==> src/design/cawd_pkg.sv <==
// package: constants and types for the counter array watchdog
// Contract
// [RULE1] low-byte overflow on compare match resets system
// [RULE2] writing one to module 2 flag forces reset
// [RULE3] software configures with watchdog disabled, then enables
// [RULE4] clock and idle selects frozen while enabled
// [RULE5] enable bit or lock bit enables watchdog
// [RULE6] lock keeps watchdog enabled until next reset
// [RULE7] unlocked: clearing enable bit disables watchdog
// [RULE8] reset: enabled, clock/12, low byte, offset zero
// [RULE9] overflow flag set on wrap, software clears
// [RULE10] overflow flag with enable raises interrupt
// [RULE11] run bit stops or starts the counter
// [RULE12] control bits 5:3 read zero, ignore writes
// [RULE13] module flags set on match, request interrupt; code sets no module 2 flag on match while watchdog enabled
// [RULE14] control at 0xd8, also bit addressable
// [RULE15] compare write loads high byte plus offset
// [RULE16] timeout equals 256*offset plus 256-low byte
// [RULE17] enabled: counter forced on, writes ignored
// [RULE18] reset pulse one counter clock, cause recorded
package cawd_pkg;
    localparam logic [7:0] ADDR_CONTROL = 8'hd8;
    localparam logic [7:0] ADDR_MODE = 8'hd9;
    localparam logic [7:0] ADDR_COUNT_LOW = 8'hf9;
    localparam logic [7:0] ADDR_COUNT_HIGH = 8'hfa;
    localparam logic [7:0] ADDR_OFFSET = 8'hed;
    localparam logic [7:0] ADDR_COMPARE_HIGH = 8'hfe;
    localparam logic [7:0] ADDR_MOD2_MODE = 8'hdc;
    localparam logic [4:0] CONTROL_BIT_BASE = 5'h1b;
    localparam int BIT_OVERFLOW = 7;
    localparam int BIT_RUN = 6;
    localparam int BIT_MOD2 = 2;
    localparam logic [7:0] CONTROL_RESET = 8'h00;
    localparam logic [7:0] MODE_RESET = 8'h40;
    localparam logic [7:0] COUNT_RESET = 8'h00;
    localparam logic [7:0] OFFSET_RESET = 8'h00;
    localparam logic [7:0] COMPARE_RESET = 8'h00;
    localparam logic [7:0] MOD2_MODE_RESET = 8'h00;
    localparam logic [7:0] LOW_BYTE_MAX = 8'hff;
    localparam logic [15:0] COUNT_MAX = 16'hffff;
    localparam logic [3:0] DIV12_LAST = 4'hb;
    localparam logic [3:0] DIV4_LAST = 4'h3;
    localparam logic [2:0] CLK_SEL_DIV12 = 3'h0;
    localparam logic [2:0] CLK_SEL_DIV4 = 3'h1;
    localparam logic [2:0] CLK_SEL_EXT = 3'h2;
    localparam logic [2:0] CLK_SEL_SYS = 3'h4;

    typedef struct packed {
        logic idle_suspend_select;
        logic watchdog_enable_bit;
        logic watchdog_lock_bit;
        logic unused_bit;
        logic [2:0] counter_clock_select;
        logic overflow_int_en;
    } cawd_mode_type;

    typedef struct packed {
        logic [7:0] addr;
        logic [7:0] wdata;
        logic wr;
        logic rd;
    } cawd_sfr_req_type;

    typedef struct packed {
        logic [7:0] addr;
        logic wdata;
        logic wr;
        logic rd;
    } cawd_bit_req_type;
endpackage

==> src/design/cawd_flag.sv <==
// sticky flag: hardware set wins over software write
`timescale 1ns/100ps
`default_nettype none
module cawd_flag (
    input wire logic ref_clk,
    input wire logic sys_rst,
    input wire logic hw_set,
    input wire logic sw_wr,
    input wire logic sw_val,
    output logic flag_q
);
    logic flag_d;

    always_comb begin
        flag_d = flag_q;
        if (sw_wr) begin
            flag_d = sw_val;
        end
        if (hw_set) begin
            flag_d = 1'b1;
        end
    end

    always_ff @(posedge ref_clk) begin
        if (sys_rst) begin
            flag_q <= 1'b0;
        end else begin
            flag_q <= flag_d;
        end
    end
endmodule
`default_nettype wire

==> src/design/cawd_top.sv <==
// counter array with watchdog on module 2 and control register
`timescale 1ns/100ps
`default_nettype none
module cawd_top (
    input wire logic ref_clk,
    input wire logic sys_rst,
    input wire logic por_rst,
    input wire cawd_pkg::cawd_sfr_req_type sfr_req,
    input wire cawd_pkg::cawd_bit_req_type bit_req,
    input wire logic ext_tick,
    input wire logic cpu_idle,
    input wire logic [2:0] module_match,
    input wire logic [2:0] module_int_en,
    output logic [7:0] sfr_rdata_q,
    output logic bit_rdata_q,
    output logic irq_q,
    output logic wd_reset_q,
    output logic wd_cause_q
);
    cawd_pkg::cawd_mode_type mode_q, mode_d;
    logic [3:0] div_q, div_d;
    logic [7:0] low_q, low_d, high_q, high_d;
    logic [7:0] offset_q, offset_d, cmp_q, cmp_d, mod2_q, mod2_d;
    logic run_q, run_d;
    logic wd_reset_d, wd_cause_d, irq_d, bit_rdata_d;
    logic [7:0] sfr_rdata_d;
    logic [7:0] ctrl_view;
    logic [7:0] ctrl_wval;
    logic [7:0] ctrl_wmask;
    logic [3:0] flags_q;
    logic [3:0] flags_set;
    logic wd_en, tick, counting, low_wrap, full_wrap, force_rst, timeout;
    logic wr_sfr_ctrl, bit_hit;
    logic [2:0] bit_idx;

    assign wd_en = mode_q.watchdog_enable_bit | mode_q.watchdog_lock_bit; // [RULE5] [RULE6] [RULE7]
    assign wr_sfr_ctrl = sfr_req.wr && sfr_req.addr == cawd_pkg::ADDR_CONTROL; // [RULE14]
    assign bit_hit = bit_req.addr[7:3] == cawd_pkg::CONTROL_BIT_BASE; // [RULE14]
    assign bit_idx = bit_req.addr[2:0];

    // prescaler tick from selected source
    always_comb begin
        div_d = div_q + 4'h1;
        tick = 1'b0;
        case (mode_q.counter_clock_select)
            cawd_pkg::CLK_SEL_DIV4: begin
                if (div_q >= cawd_pkg::DIV4_LAST) begin
                    div_d = 4'h0;
                    tick = 1'b1;
                end
            end
            cawd_pkg::CLK_SEL_EXT: begin
                div_d = 4'h0;
                tick = ext_tick;
            end
            cawd_pkg::CLK_SEL_SYS: begin
                div_d = 4'h0;
                tick = 1'b1;
            end
            default: begin
                if (div_q >= cawd_pkg::DIV12_LAST) begin // [RULE8]
                    div_d = 4'h0;
                    tick = 1'b1;
                end
            end
        endcase
    end

    assign counting = tick && (run_q || wd_en) // [RULE11] [RULE17]
        && !(mode_q.idle_suspend_select && cpu_idle);
    assign low_wrap = counting && low_q == cawd_pkg::LOW_BYTE_MAX;
    assign full_wrap = low_wrap && {high_q, low_q} == cawd_pkg::COUNT_MAX; // [RULE9]
    assign timeout = wd_en && low_wrap && cmp_q == high_q; // [RULE1] [RULE16]

    // control write value and mask, bits 5:3 never written
    always_comb begin
        ctrl_wval = 8'h00;
        ctrl_wmask = 8'h00;
        if (wr_sfr_ctrl) begin
            ctrl_wval = sfr_req.wdata;
            ctrl_wmask = 8'hc7; // [RULE12]
        end else if (bit_req.wr && bit_hit) begin
            ctrl_wval[bit_idx] = bit_req.wdata;
            ctrl_wmask[bit_idx] = 1'b1;
        end
        ctrl_wmask[5:3] = 3'h0; // [RULE12]
    end

    assign force_rst = wd_en && ctrl_wmask[cawd_pkg::BIT_MOD2] // [RULE2]
        && ctrl_wval[cawd_pkg::BIT_MOD2];
    assign flags_set = {full_wrap, module_match[2] && !wd_en, module_match[1:0]}; // [RULE13]

    genvar gi;
    generate
        for (gi = 0; gi < 4; gi++) begin : g_flag
            localparam int POS = (gi == 3) ? cawd_pkg::BIT_OVERFLOW : gi;
            cawd_flag u_flag (
                .ref_clk(ref_clk),
                .sys_rst(sys_rst),
                .hw_set(flags_set[gi]),
                .sw_wr(ctrl_wmask[POS]),
                .sw_val(ctrl_wval[POS]),
                .flag_q(flags_q[gi])
            ); // [RULE9] [RULE13]
        end
    endgenerate

    assign ctrl_view = {flags_q[3], run_q, 3'b000, flags_q[2:0]}; // [RULE12]

    // register updates
    always_comb begin
        mode_d = mode_q;
        low_d = low_q;
        high_d = high_q;
        offset_d = offset_q;
        cmp_d = cmp_q;
        mod2_d = mod2_q;
        run_d = run_q;
        if (ctrl_wmask[cawd_pkg::BIT_RUN]) begin
            run_d = ctrl_wval[cawd_pkg::BIT_RUN]; // [RULE11]
        end
        if (counting) begin
            {high_d, low_d} = {high_q, low_q} + 16'h0001;
        end
        if (sfr_req.wr) begin
            case (sfr_req.addr)
                cawd_pkg::ADDR_MODE: begin
                    mode_d.overflow_int_en = sfr_req.wdata[0];
                    mode_d.watchdog_enable_bit = sfr_req.wdata[6]; // [RULE7]
                    if (sfr_req.wdata[5]) begin
                        mode_d.watchdog_lock_bit = 1'b1; // [RULE6]
                    end
                    if (!wd_en) begin
                        mode_d.idle_suspend_select = sfr_req.wdata[7]; // [RULE4]
                        mode_d.counter_clock_select = sfr_req.wdata[3:1]; // [RULE4]
                    end
                end
                cawd_pkg::ADDR_COUNT_LOW: begin
                    if (!wd_en) begin
                        low_d = sfr_req.wdata; // [RULE17]
                    end
                end
                cawd_pkg::ADDR_COUNT_HIGH: begin
                    if (!wd_en) begin
                        high_d = sfr_req.wdata; // [RULE17]
                    end
                end
                cawd_pkg::ADDR_OFFSET: begin
                    offset_d = sfr_req.wdata;
                end
                cawd_pkg::ADDR_COMPARE_HIGH: begin
                    cmp_d = wd_en ? high_q + offset_q : sfr_req.wdata; // [RULE15]
                end
                cawd_pkg::ADDR_MOD2_MODE: begin
                    if (!wd_en) begin
                        mod2_d = sfr_req.wdata; // [RULE17]
                    end
                end
                default: begin
                end
            endcase
        end
    end

    // outputs: reads, interrupt, reset pulse and cause
    always_comb begin
        sfr_rdata_d = sfr_rdata_q;
        bit_rdata_d = bit_rdata_q;
        if (sfr_req.rd) begin
            case (sfr_req.addr)
                cawd_pkg::ADDR_CONTROL: sfr_rdata_d = ctrl_view; // [RULE14]
                cawd_pkg::ADDR_MODE: sfr_rdata_d = {mode_q[7:5], 1'b0, mode_q[3:0]};
                cawd_pkg::ADDR_COUNT_LOW: sfr_rdata_d = low_q;
                cawd_pkg::ADDR_COUNT_HIGH: sfr_rdata_d = high_q;
                cawd_pkg::ADDR_OFFSET: sfr_rdata_d = offset_q;
                cawd_pkg::ADDR_COMPARE_HIGH: sfr_rdata_d = cmp_q;
                cawd_pkg::ADDR_MOD2_MODE: sfr_rdata_d = mod2_q;
                default: sfr_rdata_d = 8'h00;
            endcase
        end
        if (bit_req.rd) begin
            bit_rdata_d = bit_hit ? ctrl_view[bit_idx] : 1'b0; // [RULE14]
        end
        irq_d = (flags_q[3] && mode_q.overflow_int_en) // [RULE10]
            || |(flags_q[2:0] & module_int_en); // [RULE13]
        wd_reset_d = wd_reset_q;
        if (tick) begin
            wd_reset_d = 1'b0; // [RULE18]
        end
        if (timeout || force_rst) begin
            wd_reset_d = 1'b1; // [RULE1] [RULE2] [RULE18]
        end
        wd_cause_d = wd_cause_q;
        if (timeout || force_rst) begin
            wd_cause_d = 1'b1; // [RULE18]
        end
    end

    always_ff @(posedge ref_clk) begin
        if (sys_rst) begin
            mode_q <= cawd_pkg::MODE_RESET; // [RULE8]
            div_q <= 4'h0;
            low_q <= cawd_pkg::COUNT_RESET; // [RULE8]
            high_q <= cawd_pkg::COUNT_RESET;
            offset_q <= cawd_pkg::OFFSET_RESET; // [RULE8]
            cmp_q <= cawd_pkg::COMPARE_RESET;
            mod2_q <= cawd_pkg::MOD2_MODE_RESET;
            run_q <= cawd_pkg::CONTROL_RESET[cawd_pkg::BIT_RUN];
            sfr_rdata_q <= 8'h00;
            bit_rdata_q <= 1'b0;
            irq_q <= 1'b0;
            wd_reset_q <= 1'b0;
        end else begin
            mode_q <= mode_d;
            div_q <= div_d;
            low_q <= low_d;
            high_q <= high_d;
            offset_q <= offset_d;
            cmp_q <= cmp_d;
            mod2_q <= mod2_d;
            run_q <= run_d;
            sfr_rdata_q <= sfr_rdata_d;
            bit_rdata_q <= bit_rdata_d;
            irq_q <= irq_d;
            wd_reset_q <= wd_reset_d;
        end
    end

    // cause survives system reset, cleared by power-on only
    always_ff @(posedge ref_clk) begin
        if (por_rst) begin
            wd_cause_q <= 1'b0;
        end else begin
            wd_cause_q <= wd_cause_d;
        end
    end
endmodule
`default_nettype wire

==> config.mk <==
export PLATFORM = sky130hd
export DESIGN_NAME = cawd_top
export DESIGN_NICKNAME = d
export VERILOG_FILES = /design/src/design/cawd_pkg.sv /design/src/design/cawd_flag.sv /design/src/design/cawd_top.sv
export SDC_FILE = /design/constraint.sdc
export NUM_CORES = 1
export LEC_CHECK = 0
export ABC_CLOCK_PERIOD_IN_PS = 2000
export BUFFER_PORTS_ARGS = -buffer_cell sky130_fd_sc_hd__buf_2
export CORE_MARGIN = 2
export CORE_UTILIZATION = 40
export DETAILED_ROUTE_END_ITERATION = 8
export GPL_ROUTABILITY_DRIVEN = 1
export HOLD_SLACK_MARGIN = 0.03
export SYNTH_ARGS = -nofsm -noshare
export SYNTH_HDL_FRONTEND = slang
export SYNTH_HIERARCHICAL = 1
export SYNTH_SLANG_ARGS = --single-unit
==> constraint.sdc <==
create_clock -name ref_clk -period 2 [get_ports ref_clk]
set_input_delay 0.2 -clock ref_clk [delete_from_list [all_inputs] [get_ports ref_clk]]
set_output_delay 0.2 -clock ref_clk [all_outputs]
set_load 0.005 [all_outputs]
==> After elaboration in Yosys (flattened, before gate mapping) <==
Cells that the tools add are included.
{ "classes": {"reduce_logical": 32, "n_shift": 0, "div_mod_pow": 0, "eq_ne": 14, "mux": 35, "n_bitwise": 4, "n_mul": 0, "n_lt_le_gt_ge": 4, "n_addsub": 3} }
{ "ops": {"columns": ["cell", "n"], "rows": [
  ["$mux 8", 13],
  ["$eq 8x8->1 const B", 8],
  ["$pmux 8 s7", 1],
  ["$add 16x1->16 const B", 1],
  ["$eq 16x16->1 const B", 1],
  ["$mux 1", 15],
  ["$logic_and 1x1->1", 14],
  ["$reduce_bool 2->1", 5],
  ["$reduce_and 3->1", 3],
  ["$add 8x8->8", 1],
  ["$and 8x8->8", 1],
  ["$eq 8x8->1", 1],
  ["$mux 4", 2],
  ["$pmux 4 s2", 1],
  ["$reduce_and 2->1", 3],
  ["$eq 5x5->1 const B", 1],
  ["$add 4x1->4 const B", 1],
  ["$ge 4x2->1 const B", 1],
  ["$ge 4x4->1 const B", 1],
  ["$lt 3x4->1 const B", 1],
  ["$and 3x3->3", 1],
  ["$bmux 1 s3", 1],
  ["$demux 1 s3", 1],
  ["$eq 3x1->1 const B", 1],
  ["10 further kinds", 13]
]} }
{ "word_totals": {"n_memories": 0, "latch_bits": 0, "mem_bits_rw": 0, "rom_bits": 0, "output_inout_bits": 12, "regBits": 68, "in_bits": 40} }

==> Depth between registers and ports, before layout <==
{ "logic_depth": {"ltp_word": 10, "depth_mapped": 10, "ltp_nobuf": 9} }

==> Modules after synthesis <==
Netlist, hierarchy kept.
{ "modules_own_cells": {"columns": ["mod", "area_per_inst_um2", "n_inst", "cells_per_inst", "seq_area_each_um2"], "rows": [
  ["cawd_top", 3897.5, 1, 481, 1281.2],
  ["cawd_flag", 38.8, 4, 4, 20.0]
]} }

==> Worst setup path after synthesis <==
No wires, ideal clock.
{ "synth_path": {"path_type": "register to register", "start": "reg high_q[0]", "end": "reg cmp_q[6]", "period_less_slack_ps": 1940, "required_time_ps": 1914, "setup_ps": 86, "slack_ps": 60, "stages_incl_launch_ff": 10, "arrival_time_ps": 1854, "cell_sequence": "dfxtp_1 > ha_1 > inv_1 > fa_1 > nor2b_1 > o21a_1 > o21ai_0 > nor4b_1 > a311oi_1 > a211oi_1"} }
{ "synth_via": {"elab_chain_cells": 2} }
{ "synth_lines": {"columns": ["element", "line_no", "source"], "rows": [
  ["start, declared", "cawd_top.sv:22", "logic [7:0] low_q, low_d, high_q, high_d;"],
  ["start signal, assigned", "cawd_top.sv:204", "high_q <= cawd_pkg::COUNT_RESET;"],
  ["start signal, assigned", "cawd_top.sv:217", "high_q <= high_d;"],
  ["$add 8x8->8", "cawd_top.sv:152", "cmp_d = wd_en ? high_q + offset_q : sfr_req.wdata;"],
  ["$mux 8", "cawd_top.sv:152", null],
  ["end signal, assigned", "cawd_top.sv:206", "cmp_q <= cawd_pkg::COMPARE_RESET;"],
  ["end signal, assigned", "cawd_top.sv:219", "cmp_q <= cmp_d;"],
  ["end, declared", "cawd_top.sv:23", "logic [7:0] offset_q, offset_d, cmp_q, cmp_d, mod2_q, mod2_d;"]
]} }
No other way between the ends.
A chain may end at the register's enable or synchronous reset.

==> Worst setup path after layout <==
Same ends and word-level chain as after synthesis.

==> qor.csv <==
stage,metric,value,unit
floorplan,core,0.009819,sq mm
layout,fin_area,0.004892,sq mm
sta,skew,0.009061,ns
sta,rsz0062_at_grt,true,
sta,setup_viol_count_final,0,
run_status,outcome,completed,
yosys,ys_ff_latch,68,
clocking,cts_tree,built,
clocking,post-cts-setup-buffers,0,
sta,max_slew_margin,56.75,%
yosys,synthTopCellsByCount,"dfxtp_1 (68), nor2_1 (57), nand2_1 (55)",
detailed_routing,antenna_left,0,
yosys,synth_enable_flop_cells,0,
clocking,cts_root_buffer,clkbuf_8,
placement,gp_congestion,0.9389,
clocking,clkLatencyLatePin,0.35,ns
sta,fmax,520.6,MHz
sta,setup_slack,0.07904,ns
floorplan,start_util,41.27,%
yosys,synth_seq_area_share,33.59,%
grt,grt_antenna_before_repair,0,
power_and_ir_drop,worst_ir_drop_vdd,308.9,uV
detailed_routing,wl,12.87,mm
clocking,clkTransAtPathRegs,0.08,ns
sta,worstMarginPinSlew,0.6463,ns
grt,first_global_vias,3906,
detailed_routing,firstDrtPassIters,5,
sta,layout_min_cycle_time,1.921,ns
placement,place_area,0.004617,sq mm
grt,grt_pass1_wl,20.84,mm
critical_path,rr_startpoint,high_q[0],
yosys,synth_fp_nets,547,
detailed_routing,drcViolationCount,0,
grt,overflow,0,
power_and_ir_drop,finalPower,2731,uW
detailed_routing,viasPerCell,5.606,
sta,finalCritPeriodShare,96.05,%
yosys,yosys_warnings,6,
sta,slew_viol_final,0,
grt,grt_max_degree,42,
layout,synthToLayoutAreaGrowth,20.72,%
critical_path,critPathLaunchType,flop,
layout,fillers,1021,
clocking,cts_htree_levels,3,
yosys,yosys.cell_types.count,59,
grt,grt_usage,24.14,%
clocking,cts_sinks,68,
yosys,synthFlopType,dfxtp_1,
placement,port_buffers,51,
yosys,synth_top_area_share,33.59,%
yosys,synth_area_leader_cell,dfxtp_1,
floorplan,die_x,104.7,um
critical_path,cp-end-kind,flop,
detailed_routing,wl_per_cell,18.17,um
layout,layout-drive-gt1-share,22.61,%
layout,fin_util,49.82,%
placement,pre_cts_ws,-0.02923,ns
critical_path,crit_type,flop to flop,
run,max_cap_viol_count,0,
floorplan,die_h,104.7,um
yosys,async_flop_share,0,%
floorplan,die-area,0.01095,sq mm
power_and_ir_drop,power_density,558.2,mW/mm^2
power_and_ir_drop,leakage,0.001958,uW
critical_path,cp_max_fo,3,
min_path,hold_class,input port to flop,
floorplan,io_pins,52,
critical_path,critPathLaunch,high_q[0],
placement,dp.final_hpwl,9.461,mm
critical_path,critPathArrivalTime,2.19,ns
clocking,cts_buffers,9,
critical_path,crit_required,2.27,ns
yosys,synth.avg_cell_area,8.154,sq um
yosys,synth_area_leaders,"dfxtp_1 (34%), mux2i_1 (6.2%), xnor2_1 (5.4%)",
yosys,syn_inst,497,
layout,diodes,0,
detailed_routing,first_iter_violations,280,
clocking,clk_path_buf_depth,2,
yosys,yosysMostFrequentCell,dfxtp_1,
sta,tns,0,ns
min_path,hold_start,module_match[0],
detailed_routing,vias,3969,
yosys,netlist_area,0.004053,sq mm
layout,nets,620,
sta,hold_violations,0,
floorplan,row_count,36,
## path summary, 6_finish.rpt
kind	end	cells after the start	slack, ns
worst min-delay path	g_flag[0].u_flag/flag_q	3	0.07
worst min register to register	div_q[0]	1	0.41
worst max register to register	cmp_q[6]	9	0.08
worst max-delay path	cmp_q[6]	9	0.08
## through the flow
stage	cells	hold WS (ns)
2_1_floorplan	497	0.2691
5_1_grt	708	0.06914
3_5_place_dp	690	0.3732
6_report	708	0.07036
3_3_place_gp	690	0.3697
4_1_cts	708	0.05945
## placed cells by master, fill, tap and decap left out, types with 4 or more instances in the layout
master	n
nand4_1	8
inv_1	21
a22oi_1	11
o21ai_0	14
nor2b_1	4
nor3_1	12
dfxtp_1	66
ha_1	8
buf_4	33
nand2_1	55
xnor2_1	25
mux2i_1	25
a22o_1	9
mux2_2	7
or3_1	4
a21oi_1	28
nor2_1	57
buf_2	51
nand3_1	24
and3_1	5
a211oi_1	16
a311oi_1	7
clkbuf_8	10
## power by group
| group | switching (uW) | internal, uW | total [uW] |
|---|---|---|---|
| registers | 7.43 | 1360 | 1370 |
| clock network | 566 | 607 | 1170 |
| logic | 117 | 70.4 | 187 |
## cell families after synthesis
| logic type | synth area share (%) |
|---|---|
| AO/OA/AOI/OAI | 19.39 |
| XOR/XNOR | 6.051 |
| adder cells (fa/ha/maj) | 3.273 |
| buffers and inverters | 5.032 |
| flip-flops | 33.59 |
| multiplexers | 8.120 |
| AND/OR/NAND/NOR | 24.55 |
## layout make-up
type                    count  area [sq um]  area share (%)
clock inverters             6         63.81           1.304
well taps                 133         166.4           3.402
flip-flops and latches     68          1364           27.88
inverters                  21         78.83           1.611
multi-input cells         383          2521           51.53
repair buffers             87         560.5           11.46
clock buffers              10         137.6           2.813
## registers in the layout, indices dropped and copies added, names as in the netlist, 4 cells and up
signal                flops
cmp_q                     8
high_q                    8
low_q                     8
mod2_q                    8
offset_q                  8
sfr_rdata_q               8
mode_q                    7
div_q                     4
g_flag.u_flag/flag_q      4
## worst max-delay path, cell delays in order, from the launching register on
cell	delay, ns
dfxtp_1	0.35
ha_2	0.20
inv_1	0.05
fa_1	0.39
nor2b_1	0.13
o21a_1	0.15
o21ai_2	0.08
nor4b_2	0.21
a311oi_1	0.08
a211oi_1	0.20
## metal layers
layer	global-route usage [%]	part of all wire [%]
met1	32.18	44
met2	39.03	47
met3	5.053	6.9
met4	7.810	1.9
met5	0	0
## timing repair
item | 4_1_cts | 5_1_grt
endpoints found under the hold margin | 1 | 0
hold buffers | 1 | 0
pin swaps | 5 | 4
resized for setup | 9 | 4
gates cloned | 1 | 0
endpoints found under the setup margin | 6 | 7
(Power assumes the default switching activity.)
